==> src/cms_pkg.sv <==
// Constants shared by the control mode pin select logic
package cms_pkg;

	// ************************************************************
	// Register map (byte addresses, one 32-bit word each)
	// ************************************************************
	localparam logic [7:0] FS_ADJUST_ADDR = 8'h00;
	localparam logic [7:0] MODE_STATUS_ADDR = 8'h04;
	localparam int         ADDR_W = 8;

	// ************************************************************
	// Full-scale adjust field
	// ************************************************************
	localparam int         FS_W = 8;
	localparam logic [7:0] FS_ADJUST_RESET = 8'h80;
	localparam logic [7:0] FS_CODE_LOW = 8'h00;
	localparam logic [7:0] FS_CODE_HIGH = 8'hFF;

	// ************************************************************
	// Mode status field positions
	// ************************************************************
	localparam int STAT_EXT_ACTIVE = 0;
	localparam int STAT_REALIGN_DIFF = 1;
	localparam int STAT_FS_HIGH = 2;
	localparam int STAT_CAL_ACTIVE = 3;
	localparam int STAT_ALT_REQUEST = 4;
	localparam int STAT_EXT_BY_PIN = 5;

endpackage

==> src/cms_strap_decode.sv <==
// Combinational decode of the control mode strap pins
`timescale 1ns/1ps
`default_nettype none

module cms_strap_decode
(
	input  wire logic extended_control_select_n_i,
	input  wire logic extended_control_select_float_i,
	input  wire logic realign_style_select_i,
	input  wire logic mf_pin_level_i,
	input  wire logic mf_pin_mid_i,
	input  wire logic output_clock_realign_i,
	output logic      ext_active_o,
	output logic      ext_by_pin_o,
	output logic      alt_request_o,
	output logic      realign_diff_o,
	output logic      fs_high_o,
	output logic      realign_pos_o,
	output logic      realign_neg_o
);

	// ************************************************************
	// Mode resolution, re-evaluated on every pin change
	// ************************************************************
	always_comb
	begin
		// Style pin pulls high when left open, so high means single-ended
		realign_diff_o = !realign_style_select_i;
		// Mid-level on the shared pin asks for extended control in single-ended mode only
		alt_request_o = !realign_diff_o && mf_pin_mid_i;
		ext_by_pin_o = !extended_control_select_n_i
			&& !extended_control_select_float_i;
		// The dedicated pin decides whenever it is driven
		if (!extended_control_select_float_i)
			ext_active_o = !extended_control_select_n_i;
		else
			ext_active_o = alt_request_o;
		// Differential mode has no pin range: higher range by default
		if (realign_diff_o)
			fs_high_o = 1'b1;
		else
			fs_high_o = mf_pin_level_i;
		realign_pos_o = output_clock_realign_i;
		// Single-ended mode leaves the negative leg idle low
		realign_neg_o = realign_diff_o && mf_pin_level_i;
	end

endmodule

`default_nettype wire

==> src/cms_control_mode_select.sv <==
// Control mode pin select with Wishbone register access
//
// The implementer's own choices: the Wishbone slave port and the register addresses.
`timescale 1ns/1ps
`default_nettype none

module cms_control_mode_select
(
	input  wire logic        clk_i,
	input  wire logic        rst_i,
	// Wishbone classic slave
	input  wire logic        cyc_i,
	input  wire logic        stb_i,
	input  wire logic        we_i,
	input  wire logic [7:0]  adr_i,
	input  wire logic [3:0]  sel_i,
	input  wire logic [31:0] dat_i,
	output logic [31:0]      dat_o,
	output logic             ack_o,
	// Strap and control pins
	input  wire logic        extended_control_select_n_i,
	input  wire logic        extended_control_select_float_i,
	input  wire logic        realign_style_select_i,
	input  wire logic        mf_pin_level_i,
	input  wire logic        mf_pin_mid_i,
	input  wire logic        output_clock_realign_i,
	input  wire logic        calibration_busy_i,
	// Resolved configuration
	output logic             calibration_active_flag_o,
	output logic             extended_control_active_o,
	output logic             realign_differential_o,
	output logic             output_clock_realign_pos_o,
	output logic             output_clock_realign_neg_o,
	output logic [7:0]       full_scale_range_o
);

	// ************************************************************
	// Declarations
	// ************************************************************
	logic       ext_active;
	logic       ext_by_pin;
	logic       alt_request;
	logic       realign_diff;
	logic       fs_high_pin;
	logic       ack_ff;
	logic [31:0] dat_ff;
	logic [7:0] fs_adjust_ff;
	logic       cal_active_ff;
	logic       req;
	logic       fs_write;

	function automatic logic is_addr(input logic [7:0] a,
		input logic [7:0] ref_a);
		is_addr = (a == ref_a);
	endfunction

	// ************************************************************
	// Strap decode
	// ************************************************************
	cms_strap_decode u_decode
	(
		.extended_control_select_n_i     (extended_control_select_n_i),
		.extended_control_select_float_i (extended_control_select_float_i),
		.realign_style_select_i          (realign_style_select_i),
		.mf_pin_level_i                  (mf_pin_level_i),
		.mf_pin_mid_i                    (mf_pin_mid_i),
		.output_clock_realign_i          (output_clock_realign_i),
		.ext_active_o                    (ext_active),
		.ext_by_pin_o                    (ext_by_pin),
		.alt_request_o                   (alt_request),
		.realign_diff_o                  (realign_diff),
		.fs_high_o                       (fs_high_pin),
		.realign_pos_o                   (output_clock_realign_pos_o),
		.realign_neg_o                   (output_clock_realign_neg_o)
	);

	// Mode outputs stay combinational so straps act without a reset
	assign extended_control_active_o = ext_active;
	assign realign_differential_o = realign_diff;

	// ************************************************************
	// Full-scale range selection
	// ************************************************************
	always_comb
	begin
		if (ext_active)
			full_scale_range_o = fs_adjust_ff;
		else if (fs_high_pin)
			full_scale_range_o = cms_pkg::FS_CODE_HIGH;
		else
			full_scale_range_o = cms_pkg::FS_CODE_LOW;
	end

	// ************************************************************
	// Calibration running flag
	// ************************************************************
	always_ff @(posedge clk_i)
	begin
		if (rst_i)
			cal_active_ff <= 1'b0;
		else
			cal_active_ff <= calibration_busy_i;
	end

	assign calibration_active_flag_o = cal_active_ff;

	// ************************************************************
	// Wishbone slave: one wait state, ack drops after one cycle
	// ************************************************************
	assign req = cyc_i && stb_i && !ack_ff;
	assign fs_write = req && we_i && sel_i[0]
		&& is_addr(adr_i, cms_pkg::FS_ADJUST_ADDR);

	always_ff @(posedge clk_i)
	begin
		if (rst_i)
			ack_ff <= 1'b0;
		else
			ack_ff <= req;
	end

	assign ack_o = ack_ff;

	// Writes are still acknowledged when refused, so software never hangs
	always_ff @(posedge clk_i)
	begin
		if (rst_i)
			fs_adjust_ff <= cms_pkg::FS_ADJUST_RESET;
		else if (fs_write && ext_by_pin)
			fs_adjust_ff <= dat_i[7:0];
	end

	always_ff @(posedge clk_i)
	begin
		if (rst_i)
			dat_ff <= 32'h0000_0000;
		else if (req && !we_i)
		begin
			dat_ff <= 32'h0000_0000;
			if (is_addr(adr_i, cms_pkg::FS_ADJUST_ADDR))
				dat_ff[7:0] <= fs_adjust_ff;
			else if (is_addr(adr_i, cms_pkg::MODE_STATUS_ADDR))
			begin
				dat_ff[cms_pkg::STAT_EXT_ACTIVE] <= ext_active;
				dat_ff[cms_pkg::STAT_REALIGN_DIFF] <= realign_diff;
				dat_ff[cms_pkg::STAT_FS_HIGH] <= fs_high_pin;
				dat_ff[cms_pkg::STAT_CAL_ACTIVE] <= cal_active_ff;
				dat_ff[cms_pkg::STAT_ALT_REQUEST] <= alt_request;
				dat_ff[cms_pkg::STAT_EXT_BY_PIN] <= ext_by_pin;
			end
		end
	end

	assign dat_o = dat_ff;

	// ************************************************************
	// Assertions
	// ************************************************************
	property p_cal_follows;
		@(posedge clk_i) disable iff (rst_i)
		calibration_busy_i |=> calibration_active_flag_o;
	endproperty
	a_cal_follows: assert property (p_cal_follows)
		else $error("calibration flag not high after busy");

	property p_cal_clears;
		@(posedge clk_i) disable iff (rst_i)
		$fell(calibration_busy_i) |=> !calibration_active_flag_o;
	endproperty
	a_cal_clears: assert property (p_cal_clears)
		else $error("calibration flag stuck after busy ended");

	property p_ext_off;
		@(posedge clk_i) disable iff (rst_i)
		extended_control_select_n_i && !extended_control_select_float_i
			|-> !extended_control_active_o;
	endproperty
	a_ext_off: assert property (p_ext_off)
		else $error("extended mode active with select high");

	property p_ext_on;
		@(posedge clk_i) disable iff (rst_i)
		!extended_control_select_n_i && !extended_control_select_float_i
			|-> extended_control_active_o;
	endproperty
	a_ext_on: assert property (p_ext_on)
		else $error("extended mode inactive with select low");

	property p_override;
		@(posedge clk_i) disable iff (rst_i)
		extended_control_select_n_i && !extended_control_select_float_i
			&& mf_pin_mid_i && realign_style_select_i
			|-> !extended_control_active_o
			&& full_scale_range_o == (mf_pin_level_i
			? cms_pkg::FS_CODE_HIGH : cms_pkg::FS_CODE_LOW);
	endproperty
	a_override: assert property (p_override)
		else $error("alternate enable overrode dedicated select");

	property p_single_ended;
		@(posedge clk_i) disable iff (rst_i)
		realign_style_select_i |-> !realign_differential_o
			&& !output_clock_realign_neg_o;
	endproperty
	a_single_ended: assert property (p_single_ended)
		else $error("differential realign with style high");

	property p_diff_legs;
		@(posedge clk_i) disable iff (rst_i)
		!realign_style_select_i |-> realign_differential_o
			&& output_clock_realign_pos_o == output_clock_realign_i
			&& output_clock_realign_neg_o == mf_pin_level_i;
	endproperty
	a_diff_legs: assert property (p_diff_legs)
		else $error("differential legs misrouted");

	property p_diff_range;
		@(posedge clk_i) disable iff (rst_i)
		!realign_style_select_i && !extended_control_active_o
			|-> full_scale_range_o == cms_pkg::FS_CODE_HIGH;
	endproperty
	a_diff_range: assert property (p_diff_range)
		else $error("differential mode range not high");

	property p_write_refused;
		@(posedge clk_i) disable iff (rst_i)
		fs_write && extended_control_select_n_i |=> $stable(fs_adjust_ff);
	endproperty
	a_write_refused: assert property (p_write_refused)
		else $error("full-scale adjust written outside extended mode");

	property p_range_source;
		@(posedge clk_i) disable iff (rst_i)
		extended_control_active_o |-> full_scale_range_o == fs_adjust_ff;
	endproperty
	a_range_source: assert property (p_range_source)
		else $error("extended mode range not from register");

	property p_range_low;
		@(posedge clk_i) disable iff (rst_i)
		!extended_control_active_o && realign_style_select_i
			&& !mf_pin_level_i
			|-> full_scale_range_o == cms_pkg::FS_CODE_LOW;
	endproperty
	a_range_low: assert property (p_range_low)
		else $error("low shared pin did not select reduced range");

	property p_ack_pulse;
		@(posedge clk_i) disable iff (rst_i)
		cyc_i && stb_i && !ack_o |=> ack_o ##1 !ack_o;
	endproperty
	a_ack_pulse: assert property (p_ack_pulse)
		else $error("ack not a single cycle after request");

endmodule

`default_nettype wire

==> config.mk <==
export PLATFORM = sky130hd
export DESIGN_NAME = cms_control_mode_select
export DESIGN_NICKNAME = d
export VERILOG_FILES = /design/src/cms_pkg.sv /design/src/cms_strap_decode.sv /design/src/cms_control_mode_select.sv
export SDC_FILE = /design/constraint.sdc
export NUM_CORES = 1
export LEC_CHECK = 0
export BUFFER_PORTS_ARGS = -buffer_cell sky130_fd_sc_hd__buf_2
export CELL_PAD_IN_SITES_DETAIL_PLACEMENT = 0
export CELL_PAD_IN_SITES_GLOBAL_PLACEMENT = 2
export CORE_MARGIN = 2
export CORE_UTILIZATION = 19
export DETAILED_ROUTE_END_ITERATION = 8
export GPL_TIMING_DRIVEN = 0
export PLACE_DENSITY_LB_ADDON = 0.1
export SYNTH_ARGS = -nofsm -noshare
export SYNTH_HDL_FRONTEND = slang
export SYNTH_HIERARCHICAL = 1
export SYNTH_SLANG_ARGS = --single-unit
==> constraint.sdc <==
create_clock -name clk_i -period 3.25 [get_ports clk_i]
set_clock_uncertainty 0.1 [all_clocks]
set_input_delay 0.65 -clock clk_i [delete_from_list [all_inputs] [get_ports clk_i]]
set_output_delay 0.65 -clock clk_i [all_outputs]
set_load 0.03 [all_outputs]
==> run_results.csv, run 1 <==
group,metric,value,unit
logic_synthesis,yosys-top-cells-area,"dfxtp_1, buf_4, mux2i_1, nand2b_1, nand2_1",
logic_synthesis,synth_seq_cells,18,
cts,ctsHtreeMaxLevel,1,
logic_synthesis,synth_common_cells,"buf_4, nand2_1, dfxtp_1, nand2b_1, mux2i_1",
die,core,5820,µm²
logic_synthesis,syn_inst,129,
flow_run,maxCapViolCount,0,
global_route,overflow,0,
cts,clk_latency,250,ps
worst_hold_path,hp-class,"register to register",
logic_synthesis,yosysTopAreaCellShare,32.0,%
cells_and_area,final_core_util,27.3,%
cts,ctsResizeCount,0,
die,io_pins,102,
placed_design,gp_congestion,0.747,
cts,cts_tree,"yes",
routing,routed_wl,3.01,mm
die,fp.dieH,81.0,µm
timing,setup_violations,0,
logic_synthesis,ys_warn_count,6,
logic_synthesis,syn_avg_cell_area,8.74,µm²
cts,cts.sink_count,18,
setup_path,critPathRequiredTime,2500,ps
logic_synthesis,yosysMostFrequentCell,"buf_4",
timing,final.setup.tns,0,ps
cells_and_area,syn2layout_area_growth,41.0,%
setup_path,crit_type,"primary input to output port",
run_status,status,"finished clean",
logic_synthesis,synth_ff_type,"dfxtp_1",
timing,slew_viol_final,0,
placed_design,hpwlAfterDp,2.58,mm
placed_design,io_buffer_count,48,
cells_and_area,antenna-diode-count,0,
timing,layout_min_cycle_time,2990,ps
routing,drc,0,
timing,post-route-period-util,92.1,%
pwr,powerDensity,339,nW/µm²
global_route,track_usage,9.31,%
routing,vias,1004,
setup_path,cp-start-kind,"primary input",
die,start_util,19.4,%
setup_path,end_kind,"output port",
cells_and_area,final_area,1590,µm²
cts,cts_setup_buffers,0,
cells_and_area,fin_cells,278,
cts,numCtsBuffers,3,
routing,avgViaCountPerCell,3.61,
die,rows,28,
timing,fmax,334,MHz
routing,drt_pre_antenna_iters,4,
die,dieArea,6570,µm²
global_route,grt_max_degree,11,
routing,detail-route-antenna-nets,0,
setup_path,critPathMaxFanout,10,
pwr,total_power,538,µW
global_route,antenna_found_initial,0,
logic_synthesis,netlist-cell-type-count,27,
global_route,grt_first_pass_wirelength,4.62,mm
placed_design,place_inst,275,
cts,cts_buffer_depth,2,
die,die_w,81.0,µm
pwr,peakVddDrop,0.115,mV
logic_synthesis,async_reset_ff_share,0,%
placed_design,place_area,1550,µm²
cts,cts_hold_buf,0,
logic_synthesis,synth_edf_count,0,
setup_path,arrival,2240,ps
pwr,p_leak,0.786,nW
cells_and_area,drive_gt1_share,41.4,%
timing,rsz0062_at_grt,"false",
logic_synthesis,syn_area,1130,µm²
timing,hold_viol_final,0,
logic_synthesis,ys_seq_area_share,32.0,%
logic_synthesis,yosys.area.top_type,"dfxtp_1",
cts,cts.clk_slew.worst_paths,70,ps
cts,cts-root-buf,"clkbuf_8",
global_route,grt_pass1_vias,959,
routing,drt_first_iter_violations,16,
routing,detail_route.wl_per_cell,10.8,µm
cells_and_area,nets,261,
==> power by group <==
group          total, mW  internal (mW)  switching [mW]
clock              0.156         0.0823          0.0741
combinational      0.159         0.0570           0.102
sequential         0.222          0.222        0.000783
==> cell usage in the layout, fill, tap and decap left out <==
cell / Yosys / routed
and3b_1: 1 / 1
and3_1: 1 / 1
buf_2: 0 / 48
nand4_1: 3 / 3
and2b_2: 1 / 1
nor2_1: 4 / 4
and4bb_2: 1 / 1
a21o_1: 1 / 1
nand2_1: 19 / 19
clkbuf_1: 4 / 4
nand2b_1: 16 / 16
nor4_4: 1 / 1
and4_1: 1 / 1
mux2i_1: 13 / 13
clkbuf_8: 0 / 3
nand4bb_1: 1 / 1
o2bb2ai_1: 5 / 5
mux2_2: 1 / 1
buf_4: 26 / 26
nand4b_1: 1 / 1
dfxtp_1: 18 / 18
nor4_2: 1 / 1
inv_1: 1 / 1
buf_6: 1 / 1
and2_4: 1 / 1
nor3_1: 1 / 1
nor2b_1: 2 / 2
a21oi_1: 3 / 3
conb_1: 1 / 24
==> kinds of logic (layout without fill, tap and decap cells) <==
kind of cell / Yosys count / in the layout / share of synthesized area (%)
muxes: 14 / 14 / 12.5
and+or+nand+nor: 55 / 55 / 29.3
buffers and inverters: 32 / 83 / 20.0
other: 1 / 24 / 0.333
AOI/OAI and AO/OA: 9 / 9 / 5.88
DFF: 18 / 18 / 32.0
==> registers in the layout (all words and copies together) (netlist names) <==
signal,flops
dat_o,8
fs_adjust_ff,8
ack_o,1
calibration_active_flag_o,1
==> metrics by stage <==
step                hold WS [ps]  setup slack (ps)
finish                       362               256
global route                 375              51.0
CTS                          365               207
detailed placement           345               209
global placement             349               229
floorplan                    359               570
==> cell type report <==
type / instances / area (µm²)
fill: 670 / 4230
multi-input combinational: 102 / 628
sequential: 18 / 360
timing repair buffer: 48 / 240
buffer: 31 / 221
tap: 75 / 93.8
clock buffer: 3 / 41.3
inverter: 1 / 3.75
==> per-layer routing <==
metal	GRT usage, %	up-vias	part of all wire (%)
met5	0	-	0
met3	2.56	2	9.0
met2	15.5	42	47
met1	11.4	430	43
met4	3.56	0	0.63
li1	-	530	-
==> critical path, cell delays in order <==
cell	delay, ps
buf_2	100
nor2_1	270
a21o_1	140
clkbuf_1	340
nand2b_1	160
clkbuf_1	280
nand2_1	110
buf_2	190
==> worst paths after layout <==
| path | startpoint | to | slack (ps) | cells after the start |
|---|---|---|---|---|
| worst max-delay path | extended_control_select_n_i | full_scale_range_o[5] | 260 | 8 |
| worst min-delay path | dat_o[6] | dat_o[6] | 360 | 2 |
| worst max register to register | ack_o | dat_o[3] | 1920 | 3 |
| worst min register to register | dat_o[6] | dat_o[6] | 360 | 2 |
No activity file was read; power rests on OpenSTA's default activity.
==> run 2: changes to the inputs <==
--- a/config.mk
+++ b/config.mk
@@ -9,10 +9,11 @@
 export CELL_PAD_IN_SITES_DETAIL_PLACEMENT = 0
 export CELL_PAD_IN_SITES_GLOBAL_PLACEMENT = 2
 export CORE_MARGIN = 2
-export CORE_UTILIZATION = 19
+export CORE_UTILIZATION = 16
 export DETAILED_ROUTE_END_ITERATION = 8
 export GPL_TIMING_DRIVEN = 0
 export PLACE_DENSITY_LB_ADDON = 0.1
+export SLEW_MARGIN = 20
 export SYNTH_ARGS = -nofsm -noshare
 export SYNTH_HDL_FRONTEND = slang
 export SYNTH_HIERARCHICAL = 1
==> constraint.sdc (replaced) <==
create_clock -name clk_i -period 2.7 [get_ports clk_i]
set_clock_uncertainty 0.1 [all_clocks]
set_input_delay 0.54 -clock clk_i [delete_from_list [all_inputs] [get_ports clk_i]]
set_output_delay 0.54 -clock clk_i [all_outputs]
set_load 0.03 [all_outputs]
==> run 2 against run 1 <==
Compared with the run above:
- critical path depth fell by 1
- utilization fell by 3.4 points
- clock power rose by 44%
- sequential share of layout area fell by 0.52 points
- non-clock buffer count fell by 1
- count of clock-buffer cells in the layout rose by 1
- global-route usage fell by 0.96 points
- register-to-register slack got worse by 570 ps
==> run_results.csv, run 2 (synthesized netlist as in run 1, its figures left out) <==
group,metric,value,unit
run_status,status,"finished clean",
routing,avgViaCountPerCell,3.31,
cells_and_area,syn2layout_area_growth,44.3,%
die,start_util,16.6,%
cts,ctsHtreeMaxLevel,1,
die,fp.dieH,87.9,µm
cells_and_area,final_cell_mix,"buf_2, buf_4, conb_1, nand2_1, dfxtp_1",
global_route,grt_first_pass_wirelength,4.93,mm
cells_and_area,nets,260,
placed_design,gp_congestion,0.739,
die,dieArea,7730,µm²
global_route,antenna_found_initial,0,
setup_path,cp_slowest_cell,"clkbuf_1",
pwr,powerDensity,420,nW/µm²
timing,fmax,402,MHz
setup_path,cpPeakStageDelay,300,ps
timing,layout_min_cycle_time,2490,ps
timing,setup_violations,0,
routing,drt_first_iter_violations,17,
placed_design,place_inst,296,
cells_and_area,final_common_cell,"buf_2",
timing,slew_viol_final,0,
cts,cts-root-buf,"clkbuf_8",
setup_path,critPathMaxFanout,11,
setup_path,crit_type,"primary input to output port",
setup_path,cp-start-kind,"primary input",
timing,whs,359,ps
global_route,track_usage,8.35,%
setup_path,end_kind,"output port",
timing,final.setup.tns,0,ps
setup_path,critPathRequiredTime,2060,ps
global_route,overflow,0,
pwr,total_power,683,µW
routing,detail-route-antenna-nets,0,
routing,vias,991,
placed_design,place_area,1570,µm²
routing,drt_pre_antenna_iters,4,
cts,clk_latency,250,ps
worst_hold_path,hp-class,"register to register",
die,io_pins,102,
placed_design,io_buffer_count,48,
routing,drc,0,
cts,cts_tree,"yes",
cells_and_area,antenna-diode-count,0,
die,rows,30,
cells_and_area,drive_gt1_share,42.4,%
routing,routed_wl,3.12,mm
timing,hold_viol_final,0,
pwr,p_leak,0.790,nW
cells_and_area,final_core_util,23.9,%
placed_design,hpwlAfterDp,2.66,mm
cts,numCtsBuffers,3,
setup_path,timing.critical_path.buf_inv,3,
cts,cts_buffer_depth,2,
timing,rsz0062_at_grt,"false",
global_route,grt_max_degree,12,
setup_path,path_cells,"buf_2 > nor2_1 > a21o_2 > nand2b_1 > clkbuf_1 > nand2_1 > buf_2",
die,core,6790,µm²
setup_path,arrival,1850,ps
die,die_w,87.9,µm
cts,ctsResizeCount,0,
routing,detail_route.wl_per_cell,10.4,µm
setup_path,cpMostUsedCell,"buf_2",
pwr,peakVddDrop,0.157,mV
cts,cts_hold_buf,0,
timing,setup_ws,210,ps
cells_and_area,final_area,1630,µm²
placed_design,dp_slack,-121,ps
timing,post-route-period-util,92.2,%
cts,cts.clk_slew.worst_paths,70,ps
flow_run,maxCapViolCount,0,
cts,cts_setup_buffers,0,
setup_path,cpLargestDelayFamily,"buffers and inverters",
cts,cts.sink_count,18,
cells_and_area,fin_cells,299,
global_route,grt_pass1_vias,984,
## run 2: cell counts in the layout (fill, tap and decap cells not counted)
No cell type changed its count.
## run 2: layout make-up
class,count,area (µm²)
Timing Repair Buffer,48,240
Inverter,1,3.75
Clock buffer,4,55.1
Tap cell,96,120
Sequential cell,18,360
Fill cell,769,5170
Buffer,30,218
Multi-Input combinational cell,102,629
## run 2: report_power, final
part | internal [mW] | switching (mW)
clock network | 0.130 | 0.0948
registers | 0.267 | 0.000927
logic | 0.0684 | 0.123
## run 2: metal layers
| metal | global-route usage, % | vias to the layer above | part of all wire (%) |
|---|---|---|---|
| met5 | 0 | - | 0 |
| met4 | 2.94 | 0 | 0.51 |
| met3 | 2.54 | 2 | 9.9 |
| met2 | 13.2 | 45 | 44 |
| met1 | 10.8 | 414 | 46 |
| li1 | - | 530 | - |
## run 2: worst min-delay path: cells and delay by family (launching register included)
kind	cells	cell delay, ps
AOI/OAI and AO/OA	1	50
DFF	1	310
and+or+nand+nor	1	50
## run 2: path summary, 6_finish.rpt
| path | startpoint | end | slack (ps) | cells after the start |
|---|---|---|---|---|
| max | extended_control_select_n_i | full_scale_range_o[4] | 210 | 7 |
| min | dat_o[0] | dat_o[0] | 360 | 2 |
| max reg2reg | ack_o | dat_o[3] | 1350 | 3 |
| min reg2reg | dat_o[0] | dat_o[0] | 360 | 2 |
